<file path="src/design/sfa_pkg.sv">
// Shared constants and types of the serial port control block.
//
// Function
// - framed bit makes select pin frame sync
// - sync direction: 1 input, 0 output
// - sync polarity bit sets pulse active level
// - autodrive select pin in master, polarity bit
// - pulse width: whole character or one bit
// - pulse count code sets characters per pulse
// - bit clock from reference or bus clock
// - source and buffer bits writable only off
// - edge bit: pulse on or before bit
// - deep buffer bit enables multi-word buffering
// - module on bit enables whole peripheral
// - idle stop halts operation in idle
// - out disable releases serial data pin
// - audio width bits choose channel format
// - plain mode upper bit 32, lower 16
// - master sample phase: end or middle
// - slave samples mid; phase needs master first
// - output edge: trailing or leading transition
// - slave select enable uses low select
// - clock polarity sets idle level
// - audio mode forces clock polarity high
// - master enable selects master or slave
// - audio enable switches to audio operation
package sfa_pkg;
   localparam logic [7:0] SFA_OFS_CTRL = 8'h00;
   localparam logic [7:0] SFA_OFS_CTRL2 = 8'h04;
   localparam logic [7:0] SFA_OFS_STAT = 8'h08;
   localparam logic [7:0] SFA_OFS_DATA = 8'h0C;
   localparam logic [31:0] SFA_CTRL_RST = 32'h0000_0000;
   localparam logic [31:0] SFA_CTRL_WMASK = 32'hFF83_BFE0;
   localparam int SFA_AUDIO_BIT = 7;
   localparam int SFA_ST_RXFULL = 0;
   localparam int SFA_ST_TXFULL = 1;
   localparam int SFA_ST_TXEMPTY = 3;
   localparam int SFA_ST_BUSY = 11;
   localparam int SFA_ST_CNT_LSB = 16;
   localparam logic [5:0] SFA_W8 = 6'h08;
   localparam logic [5:0] SFA_W16 = 6'h10;
   localparam logic [5:0] SFA_W32 = 6'h20;

   typedef struct packed {
      logic framed_mode_enable;
      logic frame_sync_direction;
      logic frame_sync_polarity;
      logic master_select_autodrive;
      logic frame_pulse_width;
      logic [2:0] frame_pulse_count;
      logic bitclock_source_select;
      logic [4:0] rsv_a;
      logic frame_edge_select;
      logic deep_buffer_enable;
      logic module_on;
      logic rsv_b;
      logic idle_stop;
      logic serial_out_disable;
      logic width_select_upper;
      logic width_select_lower;
      logic input_sample_phase;
      logic output_edge_select;
      logic slave_select_enable;
      logic clock_polarity;
      logic master_role_enable;
      logic [4:0] rsv_c;
   } sfa_ctrl_t;

   typedef enum logic [1:0] {
      SFA_IDLE = 2'b00,
      SFA_PRE = 2'b01,
      SFA_SHIFT = 2'b10
   } sfa_state_t;
endpackage

</file>
<file path="src/design/sfa_port.sv">
// Serial port with framed and audio modes, configured over APB.
`timescale 1ns/1ps
module sfa_port
   import sfa_pkg::*;
#(
   // Half bit period in ticks. The input synchroniser adds two cycles, so values below
   // three would sample the far side's data before its new bit has passed the flops.
   parameter int HALF_DIV = 4,
   parameter int DEPTH = 4
) (
   input wire logic pclk,
   input wire logic presetn,
   input wire logic psel,
   input wire logic penable,
   input wire logic pwrite,
   input wire logic [7:0] paddr,
   input wire logic [31:0] pwdata,
   output logic [31:0] prdata,
   output logic pready,
   output logic pslverr,
   input wire logic idle_mode,
   input wire logic reference_clock,
   input wire logic sck_i,
   output logic sck_o,
   output logic sck_oe_n,
   input wire logic sdi_i,
   output logic serial_out_pin,
   output logic serial_out_oe_n,
   input wire logic select_pin_i,
   output logic select_pin_o,
   output logic select_pin_oe_n
);
   localparam int PW = $clog2(DEPTH);

   sfa_ctrl_t ctrl_q;
   logic audio_q;
   logic [31:0] prdata_q;
   logic pready_q, pslverr_q;
   logic [31:0] tx_mem [DEPTH];
   logic [PW-1:0] wr_q, rd_q;
   logic [PW:0] cnt_q;
   logic [31:0] rx_q;
   logic rx_full_q;
   sfa_state_t st_q;
   logic [31:0] tsh_q, rsh_q;
   logic [6:0] half_q;
   logic [7:0] div_q;
   logic [5:0] grp_q;
   logic first_q;
   logic sck_q, sck_oe_n_q, sdo_q, sdo_oe_n_q, sel_q, sel_oe_n_q;
   logic [2:0] ref_s, sck_s;
   logic [1:0] sel_s, sdi_s;

   // ----------------------------------------------------------------
   // Mode decode
   // ----------------------------------------------------------------
   logic run, master, framed, ckp_eff, smp_eff, tick, ev, ev_lead;
   logic chg, samp, acc, wr, rd, full, push, start, done, sel_act;
   logic slave_go, sync_in;
   logic [5:0] wbits;
   logic [PW:0] cap;
   logic [5:0] grp_len;

   assign run = ctrl_q.module_on && !(ctrl_q.idle_stop && idle_mode);
   assign master = ctrl_q.master_role_enable;
   assign framed = ctrl_q.framed_mode_enable;
   assign ckp_eff = ctrl_q.clock_polarity | audio_q;
   assign smp_eff = ctrl_q.input_sample_phase & master;
   assign cap = ctrl_q.deep_buffer_enable ? (PW+1)'(DEPTH) : (PW+1)'(1);
   assign full = cnt_q >= cap;
   assign grp_len = 6'(6'h01 << ctrl_q.frame_pulse_count);

   always_comb begin
      if (audio_q) begin
         wbits = (ctrl_q.width_select_upper | ctrl_q.width_select_lower) ? SFA_W32 : SFA_W16;
      end else if (ctrl_q.width_select_upper) begin
         wbits = SFA_W32;
      end else if (ctrl_q.width_select_lower) begin
         wbits = SFA_W16;
      end else begin
         wbits = SFA_W8;
      end
   end

   // ----------------------------------------------------------------
   // Pin synchronisers
   // ----------------------------------------------------------------
   always_ff @(posedge pclk or negedge presetn) begin
      if (!presetn) begin
         ref_s <= 3'h0;
         sck_s <= 3'h0;
         sel_s <= 2'h3;
         sdi_s <= 2'h0;
      end else begin
         ref_s <= {ref_s[1:0], reference_clock};
         sck_s <= {sck_s[1:0], sck_i};
         sel_s <= {sel_s[0], select_pin_i};
         sdi_s <= {sdi_s[0], sdi_i};
      end
   end

   // ----------------------------------------------------------------
   // APB slave, one wait state
   // ----------------------------------------------------------------
   assign acc = psel && penable && pready_q;
   assign wr = acc && pwrite && !pslverr_q;
   assign rd = acc && !pwrite && paddr == SFA_OFS_DATA;
   assign push = wr && paddr == SFA_OFS_DATA && !full;

   always_ff @(posedge pclk or negedge presetn) begin
      if (!presetn) begin
         pready_q <= 1'b0;
         pslverr_q <= 1'b0;
         prdata_q <= 32'h0000_0000;
      end else begin
         pready_q <= psel && penable && !pready_q;
         pslverr_q <= psel && penable && !pready_q && paddr != SFA_OFS_CTRL
            && paddr != SFA_OFS_CTRL2 && paddr != SFA_OFS_STAT && paddr != SFA_OFS_DATA;
         prdata_q <= 32'h0000_0000;
         if (psel && penable && !pready_q && !pwrite) begin
            case (paddr)
               SFA_OFS_CTRL: prdata_q <= ctrl_q;
               SFA_OFS_CTRL2: prdata_q[SFA_AUDIO_BIT] <= audio_q;
               SFA_OFS_STAT: begin
                  prdata_q[SFA_ST_RXFULL] <= rx_full_q;
                  prdata_q[SFA_ST_TXFULL] <= full;
                  prdata_q[SFA_ST_TXEMPTY] <= cnt_q == '0;
                  prdata_q[SFA_ST_BUSY] <= st_q != SFA_IDLE;
                  prdata_q[SFA_ST_CNT_LSB +: PW+1] <= cnt_q;
               end
               SFA_OFS_DATA: prdata_q <= rx_q;
               default: prdata_q <= 32'h0000_0000;
            endcase
         end
      end
   end

   always_ff @(posedge pclk or negedge presetn) begin
      if (!presetn) begin
         ctrl_q <= SFA_CTRL_RST;
         audio_q <= 1'b0;
      end else if (wr && paddr == SFA_OFS_CTRL) begin
         ctrl_q <= pwdata & SFA_CTRL_WMASK;
         if (ctrl_q.module_on) begin
            ctrl_q.bitclock_source_select <= ctrl_q.bitclock_source_select;
            ctrl_q.deep_buffer_enable <= ctrl_q.deep_buffer_enable;
         end
         if (!ctrl_q.master_role_enable) begin
            ctrl_q.input_sample_phase <= 1'b0;
         end
      end else if (wr && paddr == SFA_OFS_CTRL2 && !ctrl_q.module_on) begin
         audio_q <= pwdata[SFA_AUDIO_BIT];
      end
   end

   // ----------------------------------------------------------------
   // Transmit buffer and receive word
   // ----------------------------------------------------------------
   always_ff @(posedge pclk) begin
      if (push) begin
         tx_mem[wr_q] <= pwdata;
      end
   end

   always_ff @(posedge pclk or negedge presetn) begin
      if (!presetn) begin
         wr_q <= '0;
         rd_q <= '0;
         cnt_q <= '0;
      end else if (!ctrl_q.module_on) begin
         wr_q <= '0;
         rd_q <= '0;
         cnt_q <= '0;
      end else begin
         if (push) begin
            wr_q <= PW'(wr_q + 1'b1);
         end
         if (start && cnt_q != '0) begin
            rd_q <= PW'(rd_q + 1'b1);
         end
         cnt_q <= (PW+1)'(cnt_q + push - (start && cnt_q != '0));
      end
   end

   always_ff @(posedge pclk or negedge presetn) begin
      if (!presetn) begin
         rx_q <= 32'h0000_0000;
         rx_full_q <= 1'b0;
      end else if (done) begin
         // When the last bit is sampled on the edge that ends the word, fold it in here.
         rx_q <= samp ? {rsh_q[30:0], sdi_s[1]} : rsh_q;
         rx_full_q <= 1'b1;
      end else if (rd) begin
         rx_full_q <= 1'b0;
      end
   end

   // ----------------------------------------------------------------
   // Bit clock generation and edge events
   // ----------------------------------------------------------------
   assign tick = ctrl_q.bitclock_source_select ? (ref_s[1] && !ref_s[2]) : 1'b1;
   assign sync_in = sel_s[1] == ctrl_q.frame_sync_polarity;
   assign slave_go = framed ? (ctrl_q.frame_sync_direction && sync_in)
      : (!ctrl_q.slave_select_enable || !sel_s[1]);
   assign start = run && st_q == SFA_IDLE && (master ? cnt_q != '0 : slave_go);

   always_ff @(posedge pclk or negedge presetn) begin
      if (!presetn) begin
         div_q <= 8'h00;
      end else if (!run || st_q == SFA_IDLE) begin
         div_q <= 8'h00;
      end else if (tick) begin
         div_q <= (div_q >= 8'(HALF_DIV - 1)) ? 8'h00 : 8'(div_q + 1'b1);
      end
   end

   always_comb begin
      if (master) begin
         ev = run && st_q != SFA_IDLE && tick && div_q >= 8'(HALF_DIV - 1);
         ev_lead = sck_q == ckp_eff;
      end else begin
         ev = run && st_q != SFA_IDLE && sck_s[1] != sck_s[2];
         ev_lead = sck_s[2] == ckp_eff;
      end
   end

   assign chg = ev && st_q == SFA_SHIFT
      && (ctrl_q.output_edge_select ? !ev_lead : ev_lead);
   assign samp = ev && st_q == SFA_SHIFT
      && (ctrl_q.output_edge_select ? ev_lead : !ev_lead) == !smp_eff;
   assign done = ev && st_q == SFA_SHIFT && half_q == 7'({wbits, 1'b0} - 1'b1);

   // ----------------------------------------------------------------
   // Shift sequencer
   // ----------------------------------------------------------------
   always_ff @(posedge pclk or negedge presetn) begin
      if (!presetn) begin
         st_q <= SFA_IDLE;
         half_q <= 7'h00;
         tsh_q <= 32'h0000_0000;
         rsh_q <= 32'h0000_0000;
         first_q <= 1'b0;
         grp_q <= 6'h00;
         sck_q <= 1'b0;
      end else if (!run) begin
         st_q <= SFA_IDLE;
         half_q <= 7'h00;
         first_q <= 1'b0;
         grp_q <= 6'h00;
         sck_q <= ckp_eff;
      end else begin
         if (st_q == SFA_IDLE) begin
            sck_q <= ckp_eff;
         end else if (master && ev) begin
            sck_q <= !sck_q;
         end
         if (samp) begin
            rsh_q <= {rsh_q[30:0], sdi_s[1]};
         end
         case (st_q)
            SFA_IDLE: begin
               if (start) begin
                  tsh_q <= (cnt_q != '0) ? tx_mem[rd_q] << (SFA_W32 - wbits) : 32'h0000_0000;
                  // Clearing the receive shifter keeps short words right aligned.
                  rsh_q <= 32'h0000_0000;
                  first_q <= 1'b1;
                  half_q <= 7'h00;
                  st_q <= (master && framed && grp_q == 6'h00
                     && !ctrl_q.frame_edge_select) ? SFA_PRE : SFA_SHIFT;
               end
            end
            SFA_PRE: begin
               if (ev) begin
                  half_q <= 7'(half_q + 1'b1);
                  if (half_q[0]) begin
                     half_q <= 7'h00;
                     st_q <= SFA_SHIFT;
                  end
               end
            end
            SFA_SHIFT: begin
               if (chg) begin
                  first_q <= 1'b0;
                  if (!first_q || ctrl_q.output_edge_select) begin
                     tsh_q <= {tsh_q[30:0], 1'b0};
                  end
               end
               if (ev) begin
                  half_q <= 7'(half_q + 1'b1);
               end
               if (done) begin
                  st_q <= SFA_IDLE;
                  grp_q <= (6'(grp_q + 1'b1) >= grp_len) ? 6'h00 : 6'(grp_q + 1'b1);
               end
            end
            default: st_q <= SFA_IDLE;
         endcase
      end
   end

   // ----------------------------------------------------------------
   // Pin drivers
   // ----------------------------------------------------------------
   always_comb begin
      sel_act = 1'b0;
      if (framed) begin
         sel_act = st_q == SFA_PRE || (st_q == SFA_SHIFT && grp_q == 6'h00
            && (ctrl_q.frame_pulse_width
            || (ctrl_q.frame_edge_select && half_q < 7'h02)));
      end else begin
         sel_act = st_q != SFA_IDLE;
      end
   end

   always_ff @(posedge pclk or negedge presetn) begin
      if (!presetn) begin
         sck_oe_n_q <= 1'b1;
         sdo_q <= 1'b0;
         sdo_oe_n_q <= 1'b1;
         sel_q <= 1'b1;
         sel_oe_n_q <= 1'b1;
      end else begin
         sck_oe_n_q <= !(ctrl_q.module_on && master);
         sdo_q <= tsh_q[31];
         sdo_oe_n_q <= !ctrl_q.module_on || ctrl_q.serial_out_disable;
         sel_q <= sel_act ? ctrl_q.frame_sync_polarity : !ctrl_q.frame_sync_polarity;
         sel_oe_n_q <= !(ctrl_q.module_on && (framed ? !ctrl_q.frame_sync_direction
            : (master && ctrl_q.master_select_autodrive)));
      end
   end

   assign prdata = prdata_q;
   assign pready = pready_q;
   assign pslverr = pslverr_q;
   assign sck_o = sck_q;
   assign sck_oe_n = sck_oe_n_q;
   assign serial_out_pin = sdo_q;
   assign serial_out_oe_n = sdo_oe_n_q;
   assign select_pin_o = sel_q;
   assign select_pin_oe_n = sel_oe_n_q;
endmodule

</file>
<file path="config.mk">
export PLATFORM = sky130hd
export DESIGN_NAME = sfa_port
export DESIGN_NICKNAME = d
export VERILOG_FILES = /design/src/design/sfa_pkg.sv /design/src/design/sfa_port.sv
export SDC_FILE = /design/constraint.sdc
export NUM_CORES = 1
export LEC_CHECK = 0
export ABC_AREA = 1
export ABC_CLOCK_PERIOD_IN_PS = 4400
export BUFFER_PORTS_ARGS = -buffer_cell sky130_fd_sc_hd__buf_4
export CORE_UTILIZATION = 52
export DETAILED_ROUTE_END_ITERATION = 7
export GPL_ROUTABILITY_DRIVEN = 0
export PLACE_DENSITY = 0.7
export SLEW_MARGIN = 20
export SYNTH_ARGS = -nofsm -noshare
export SYNTH_HDL_FRONTEND = slang
export SYNTH_SLANG_ARGS = --single-unit
</file>
<file path="constraint.sdc">
create_clock -name pclk -period 4.4 [get_ports pclk]
set_input_delay 0.88 -clock pclk [delete_from_list [all_inputs] [get_ports pclk]]
set_output_delay 0.88 -clock pclk [all_outputs]
set_load 0.005 [all_outputs]
</file>
==> flow_metrics.tcl, run 1 <==
set metrics [dict create \
    synthMuxAreaShare_pct 0 \
    h-tree-depth 2 \
    path_class "reg2reg" \
    die-area_um2 28800 \
    max_stage_delay_ps 520 \
    slew_viol_final 0 \
    fin_nets 1739 \
    whs_ps 345 \
    cp_slowest_cell "buf_4" \
    synth_edf_count 128 \
    holdBufCountCts 0 \
    required_ps 4840 \
    synth_compound_area_share_pct 8.56 \
    yosys.area_share.simple_pct 22.5 \
    max_slew.worst_pin.slew_ps 932 \
    routed_wl_um 35700 \
    end_kind "flop" \
    crit_chain "inv_1 > nand2_1 > inv_1 > o21ai_0 > ha_1 > buf_4 > inv_1 > nand2_1 > nand3_1 > nor2_1 > nand2_1 > nor2_1 > nand2_2 > buf_4 > nand2_1 > inv_2 > nor2_1 > nor2_1" \
    die_x_um 170 \
    firstDrtPassIters 5 \
    die_h_um 170 \
    synth-xor-area-share_pct 0.540 \
    diodes 0 \
    syn-num-nets 1669 \
    grt_pass1_vias 10642 \
    viasPerCell 5.39 \
    start_util_pct 53.6 \
    numCtsBuffers 36 \
    maxClockFrequency_mhz 301 \
    tns_ps 0 \
    syn_area_um2 14600 \
    rsz0062_at_grt "false" \
    crit_family "buffers and inverters" \
    synth_cell_types 45 \
    period_minus_slack_ps 3320 \
    stdcell_count 2060 \
    slew-limit-headroom_pct 37.8 \
    clk_latency_ps 510 \
    port_buffers 89 \
    worst_ir_drop_vdd_mv 0.275 \
    drc_errors 0 \
    first_iter_violations 1085 \
    wire_per_inst_um 17.3 \
    cp_max_fo 67 \
    hold_viol_final 0 \
    antenna_left 0 \
    path_clk_slew_ps 60 \
    cap_viol_max_count 0 \
    grt_max_degree 115 \
    grt_pass1_wl_um 57200 \
    cts_tree "built" \
    avgSynthCellArea_um2 9.16 \
    synth_fa_ha_area_share_pct 2.11 \
    outcome "complete, no violations" \
    area_growth_pct 14.5 \
    dp_hpwl_um 23000 \
    min_path_type "reg2reg" \
    cts_resized 0 \
    antenna_found_initial 1 \
    netlist_instances 1595 \
    fp-row-count 60 \
    leakage_nw 7.67 \
    ys_warn_count 0 \
    synth_seq_cells 328 \
    finClkSkew_ps 20.5 \
    root_buffer "clkbuf_16" \
    cp.arrival_ps 3760 \
    setup_violations 0 \
    numClockSinks 328 \
    path_buf_inv 6 \
    cp-start-kind "flop" \
    synthFlopType "dfrtp_1" \
    drive_gt1_share_pct 11.2 \
    ys_seq_area_share_pct 60.6 \
    p_per_area_nw_per_um2 441 \
    placed_cells 1999 \
    io_pins 90 \
    cts_buffer_depth 3 \
    core_um2 27300 \
    postSynth.asyncResetShare_pct 61.0 \
    grt-ovfl-total 0 \
    vias 11108 \
    grt_usage_pct 25.6 \
    period_share_pct 75.6 \
    synth_top_family_by_area "simple AND/OR/NAND/NOR gates" \
    cts_setup_buffers 0 \
]
[cells in the mapped netlist (all sizes together) (2+ instances only)]
cell type	count	area, um2
a21boi	8	60.1
a21oi	61	317
a22oi	3	22.5
buf	44	219
clkbuf	32	121
clkinv	3	11.3
dfrtp	194	4850
dfstp	6	158
edfxtp	128	3840
ha	23	288
inv	128	480
nand2	515	1940
nand3	134	691
nand4	9	56.3
nor2	112	428
nor3	18	90.1
nor3b	2	15.0
nor4	2	12.5
o2111ai	3	26.3
o211ai	15	113
o21ai	129	646
o22ai	2	12.5
or2	4	25.0
xor2	8	70.1
[final timing paths]
check / endpoint / cells after the start / slack [ps] / startpoint
max in group asynchronous: rsh_q[21] / 2 / 2950 / presetn
min reg2reg: ref_s[1] / 0 / 350 / ref_s[0]
min: ref_s[1] / 0 / 350 / ref_s[0]
max reg2reg: grp_q[0] / 18 / 1080 / ctrl_q[11]
min in group asynchronous: tsh_q[22] / 1 / 490 / presetn
max: grp_q[0] / 18 / 1080 / ctrl_q[11]
[final cells by class]
class / instances / area [um2]
clock buffer: 53 / 1050
clock inverter: 8 / 88.8
fill: 2296 / 10500
inverter: 131 / 492
multi-input combinational: 1060 / 4930
sequential: 328 / 8860
tap: 372 / 465
timing repair buffer: 108 / 842
[through the flow]
step | worst slack [ps] | util (%) | power [mW] | area (um2)
floorplan | 818 | - | 4.19 | 14600
finish | 1080 | 61.4 | 7.37 | 16700
global route | 732 | 61.4 | 7.67 | 16700
global placement | 1080 | 57.2 | 4.46 | 15600
CTS | 1080 | 61.4 | 7.40 | 16700
detailed placement | 928 | 57.2 | 4.49 | 15600
[worst reg2reg max path, cell delays in order (launching register included)]
cell	delay (ps)
dfrtp_1	370
inv_1	110
nand2_1	120
inv_1	60
o21ai_0	70
ha_1	290
buf_4	240
inv_1	430
nand2_1	100
nand3_1	90
nor2_1	60
nand2_1	60
nor2_1	40
nand2_2	60
buf_4	520
nand2_1	370
inv_2	140
nor2_1	50
nor2_1	90
[sequential cells by signal, indices dropped and copies added (netlist names), 2 cells and up]
name and count:
rd_q 2, sel_s 2, div_q 8, sdi_s 2, half_q 7, wr_q 2, rsh_q 32, tsh_q 32
ref_s 3, sck_s 3, ctrl_q 19, tx_mem 128, prdata 32, grp_q 6, st_q 2, cnt_q 3
rx_q 32
[per-layer routing]
layer / part of all wire, % / vias to the layer above / global-route usage (%)
met5: 0 / - / 0
met4: 2.4 / 0 / 7.76
met3: 6.6 / 63 / 4.24
met2: 47 / 351 / 40.3
met1: 44 / 5329 / 36.4
li1: - / 5365 / -
[where the power goes]
part | internal (mW) | total (mW) | switching, mW
clock | 1.76 | 2.92 | 1.17
sequential | 3.37 | 3.45 | 0.0734
combinational | 0.290 | 1.00 | 0.712
total | 5.42 | 7.37 | 1.95
[cell usage in the layout (no fill, tap or decap), types with 5 or more instances in the layout]
| cell | instances |
|---|---|
| nor3_1 | 18 |
| dfstp_2 | 6 |
| o21ai_0 | 75 |
| dfrtp_1 | 193 |
| o211ai_1 | 15 |
| a21boi_0 | 8 |
| inv_1 | 124 |
| nand2_1 | 511 |
| clkbuf_8 | 7 |
| edfxtp_1 | 128 |
| nand4_1 | 9 |
| clkbuf_16 | 37 |
| clkinv_2 | 5 |
| o21ai_1 | 54 |
| nand3_1 | 130 |
| nor2_1 | 105 |
| a21oi_1 | 60 |
| clkbuf_1 | 10 |
| xor2_1 | 8 |
| nor2_2 | 6 |
| buf_4 | 105 |
| ha_1 | 23 |
[cells by family (layout without fill, tap and decap cells)]
family          Yosys count  count (layout)
fa+ha+maj                24              24
compound gates          228             228
xor+xnor                  9               9
simple gates            799             799
buf+inv                 207             300
flops                   328             328
No activity file was read; power rests on OpenSTA's default activity.
==> inputs of run 2 (changes only) <==
Settings changed: ABC_AREA 1 to 0, ABC_CLOCK_PERIOD_IN_PS 4400 to 2900, PLACE_DENSITY 0.7 to 0.73.
Clock period 4.4 ns to 2.9 ns, I/O delays scaled along.
==> flow_metrics.tcl, run 2 <==
set metrics [dict create \
    final_util_pct 63.0 \
    h-tree-depth 2 \
    die-area_um2 27700 \
    final_common_cell "dfrtp_1" \
    drive_gt1_share_pct 24.1 \
    largest_reg_flops 128 \
    cap_viol_max_count 0 \
    grt_max_degree 79 \
    diodes 0 \
    root_buffer "clkbuf_16" \
    drc_errors 1 \
    period_share_pct 94.3 \
    synthFlopType "dfrtp_1" \
    top_layer_used "met4" \
    first_iter_violations 950 \
    slew_viol_final 0 \
    dp_hpwl_um 21100 \
    max_slew.worst_pin.slew_ps 803 \
    syn_area_um2 14100 \
    die_x_um 166 \
    slew-limit-headroom_pct 46.5 \
    fin_nets 1270 \
    violations "design-rule violations" \
    cp_max_fo 5 \
    fp-row-count 59 \
    required_ps 3300 \
    clk_latency_ps 510 \
    die_h_um 166 \
    viasPerCell 6.06 \
    port_buffers 89 \
    synth_cell_types 64 \
    reg2reg_depth 8 \
    met1Wirelength_um 14100 \
    leakage_nw 7.07 \
    grt-ovfl-total 0 \
    path_clk_slew_ps 60 \
    hold_viol_final 0 \
    cts_buffer_depth 3 \
    numClockSinks 328 \
    yosysTopAreaCellShare_pct 34.5 \
    cp.arrival_ps 3130 \
    avgSynthCellArea_um2 12.9 \
    antenna_left 0 \
    firstDrtPassIters 7 \
    worst_ir_drop_vdd_mv 0.607 \
    wire_per_inst_um 20.9 \
    core_um2 26300 \
    area_growth_pct 17.7 \
    yosysMostFrequentCell "dfrtp_1" \
    setup_violations 0 \
    cts_resized 0 \
    min_path_type "in2async" \
    finClkSkew_ps 20.0 \
    regMostFlops "tx_mem" \
    cts_setup_buffers 0 \
    postSynth.asyncResetShare_pct 61.0 \
    met2_length_um 15400 \
    r2r_slack_ps 160 \
    rr_endpoint "st_q[1]" \
    placed_cells 1494 \
    path_class "reg2reg" \
    layout_common_cells "dfrtp_1, edfxtp_1, nand2_1" \
    whs_ps 26.6 \
    cp-start-kind "flop" \
    stdcell_count 1555 \
    timing.rr.start "ctrl_q[11]" \
    outcome "complete, but fails checks" \
    ys_seq_area_share_pct 62.9 \
    grt_pass1_wl_um 52500 \
    p_per_area_nw_per_um2 560 \
    yosys.area.top_type "dfrtp_1" \
    routed_wl_um 32400 \
    start_util_pct 53.5 \
    synth_seq_cells 328 \
    post-place-ws_ps -295 \
    grt_pass1_vias 9454 \
    wl_met3_um 2120 \
    vias 9420 \
    timing.final.ws_setup_ps 165 \
    netlist_instances 1087 \
    synth_edf_count 128 \
    synth_common_cells "dfrtp_1, edfxtp_1, nand2_1" \
    period_minus_slack_ps 2740 \
    maxClockFrequency_mhz 366 \
    ys_warn_count 0 \
    numCtsBuffers 35 \
    io_pins 90 \
    antenna_found_initial 0 \
    syn-num-nets 1161 \
    holdBufCountCts 0 \
    rsz0062_at_grt "false" \
    end_kind "flop" \
    cts_tree "built" \
    grt_usage_pct 24.3 \
    synthTopCellsByArea "dfrtp_1, edfxtp_1, mux4_2" \
]
run 2: changes by cell type in the layout (fill, tap and decap cells not counted), sizes merged, moves of 18 or more:
cell,delta
nand2,-393
nand3,-119
o21ai,-119
inv,-97
mux2,+47
a22o,+38
a21oi,+37
nor2,-33
mux4,+32
buf,+27
mux2i,+18
run 2: logic make-up after synthesis:
kind of cell	synth area share [%]
muxes	10.2
DFF	62.9
buffers and inverters	2.58
AOI/OAI and AO/OA	10.8
and+or+nand+nor	9.93
adders and majority gates	2.19
xor gates and xnor gates	1.34
run 2: cell type report:
type                    instances  area, um2
clock buffers                  47        951
clock inverters                14        123
fillers                      1951       9730
inverters                      29        111
multi-input cells             667       4900
flip-flops and latches        328       8860
well taps                     335        419
repair buffers                135       1190
run 2: metal layers:
| layer | vias to the layer above | track usage [%] |
|---|---|---|
| met4 | 0 | 7.49 |
| met1 | 4808 | 34.5 |
| li1 | 4216 | - |
| met3 | 63 | 5.04 |
| met5 | - | 0 |
| met2 | 333 | 38.1 |
run 2: how the worst max path moves through the flow:
stage	from	end	depth (start not counted)
after global routing	ctrl_q[11]	st_q[1]	8
after floorplan	paddr[5]	cnt_q[2]	14
after CTS	st_q[0]	cnt_q[2]	13
after detailed placement	paddr[5]	cnt_q[2]	14
final	ctrl_q[11]	st_q[1]	8
after global placement	paddr[5]	cnt_q[2]	14
run 2: worst max-delay path: stages, from the launching register on:
cell and delay (ps):
dfrtp_1 480, nor3_4 240, inv_2 60, ha_1 360
xnor2_1 150, nor4_1 430, a31oi_1 220, or3_1 410
a211oi_1 290
run 2: per-stage QoR:
stage / setup TNS (ps) / total power [mW] / instance area, um2
after floorplan: -288 / 4.98 / 14100
after global placement: -310 / 5.14 / 15500
after global routing: 0 / 9.56 / 16600
after detailed placement: -394 / 5.15 / 15500
final: 0 / 9.27 / 16600
after CTS: 0 / 9.34 / 16600
run 2: power by group:
part	switching (mW)	internal (mW)	total, mW	leakage (nW)
logic	0.129	0.0715	0.200	2.68
registers	0.0125	4.84	4.86	3.86
clock network	1.73	2.48	4.21	0.527
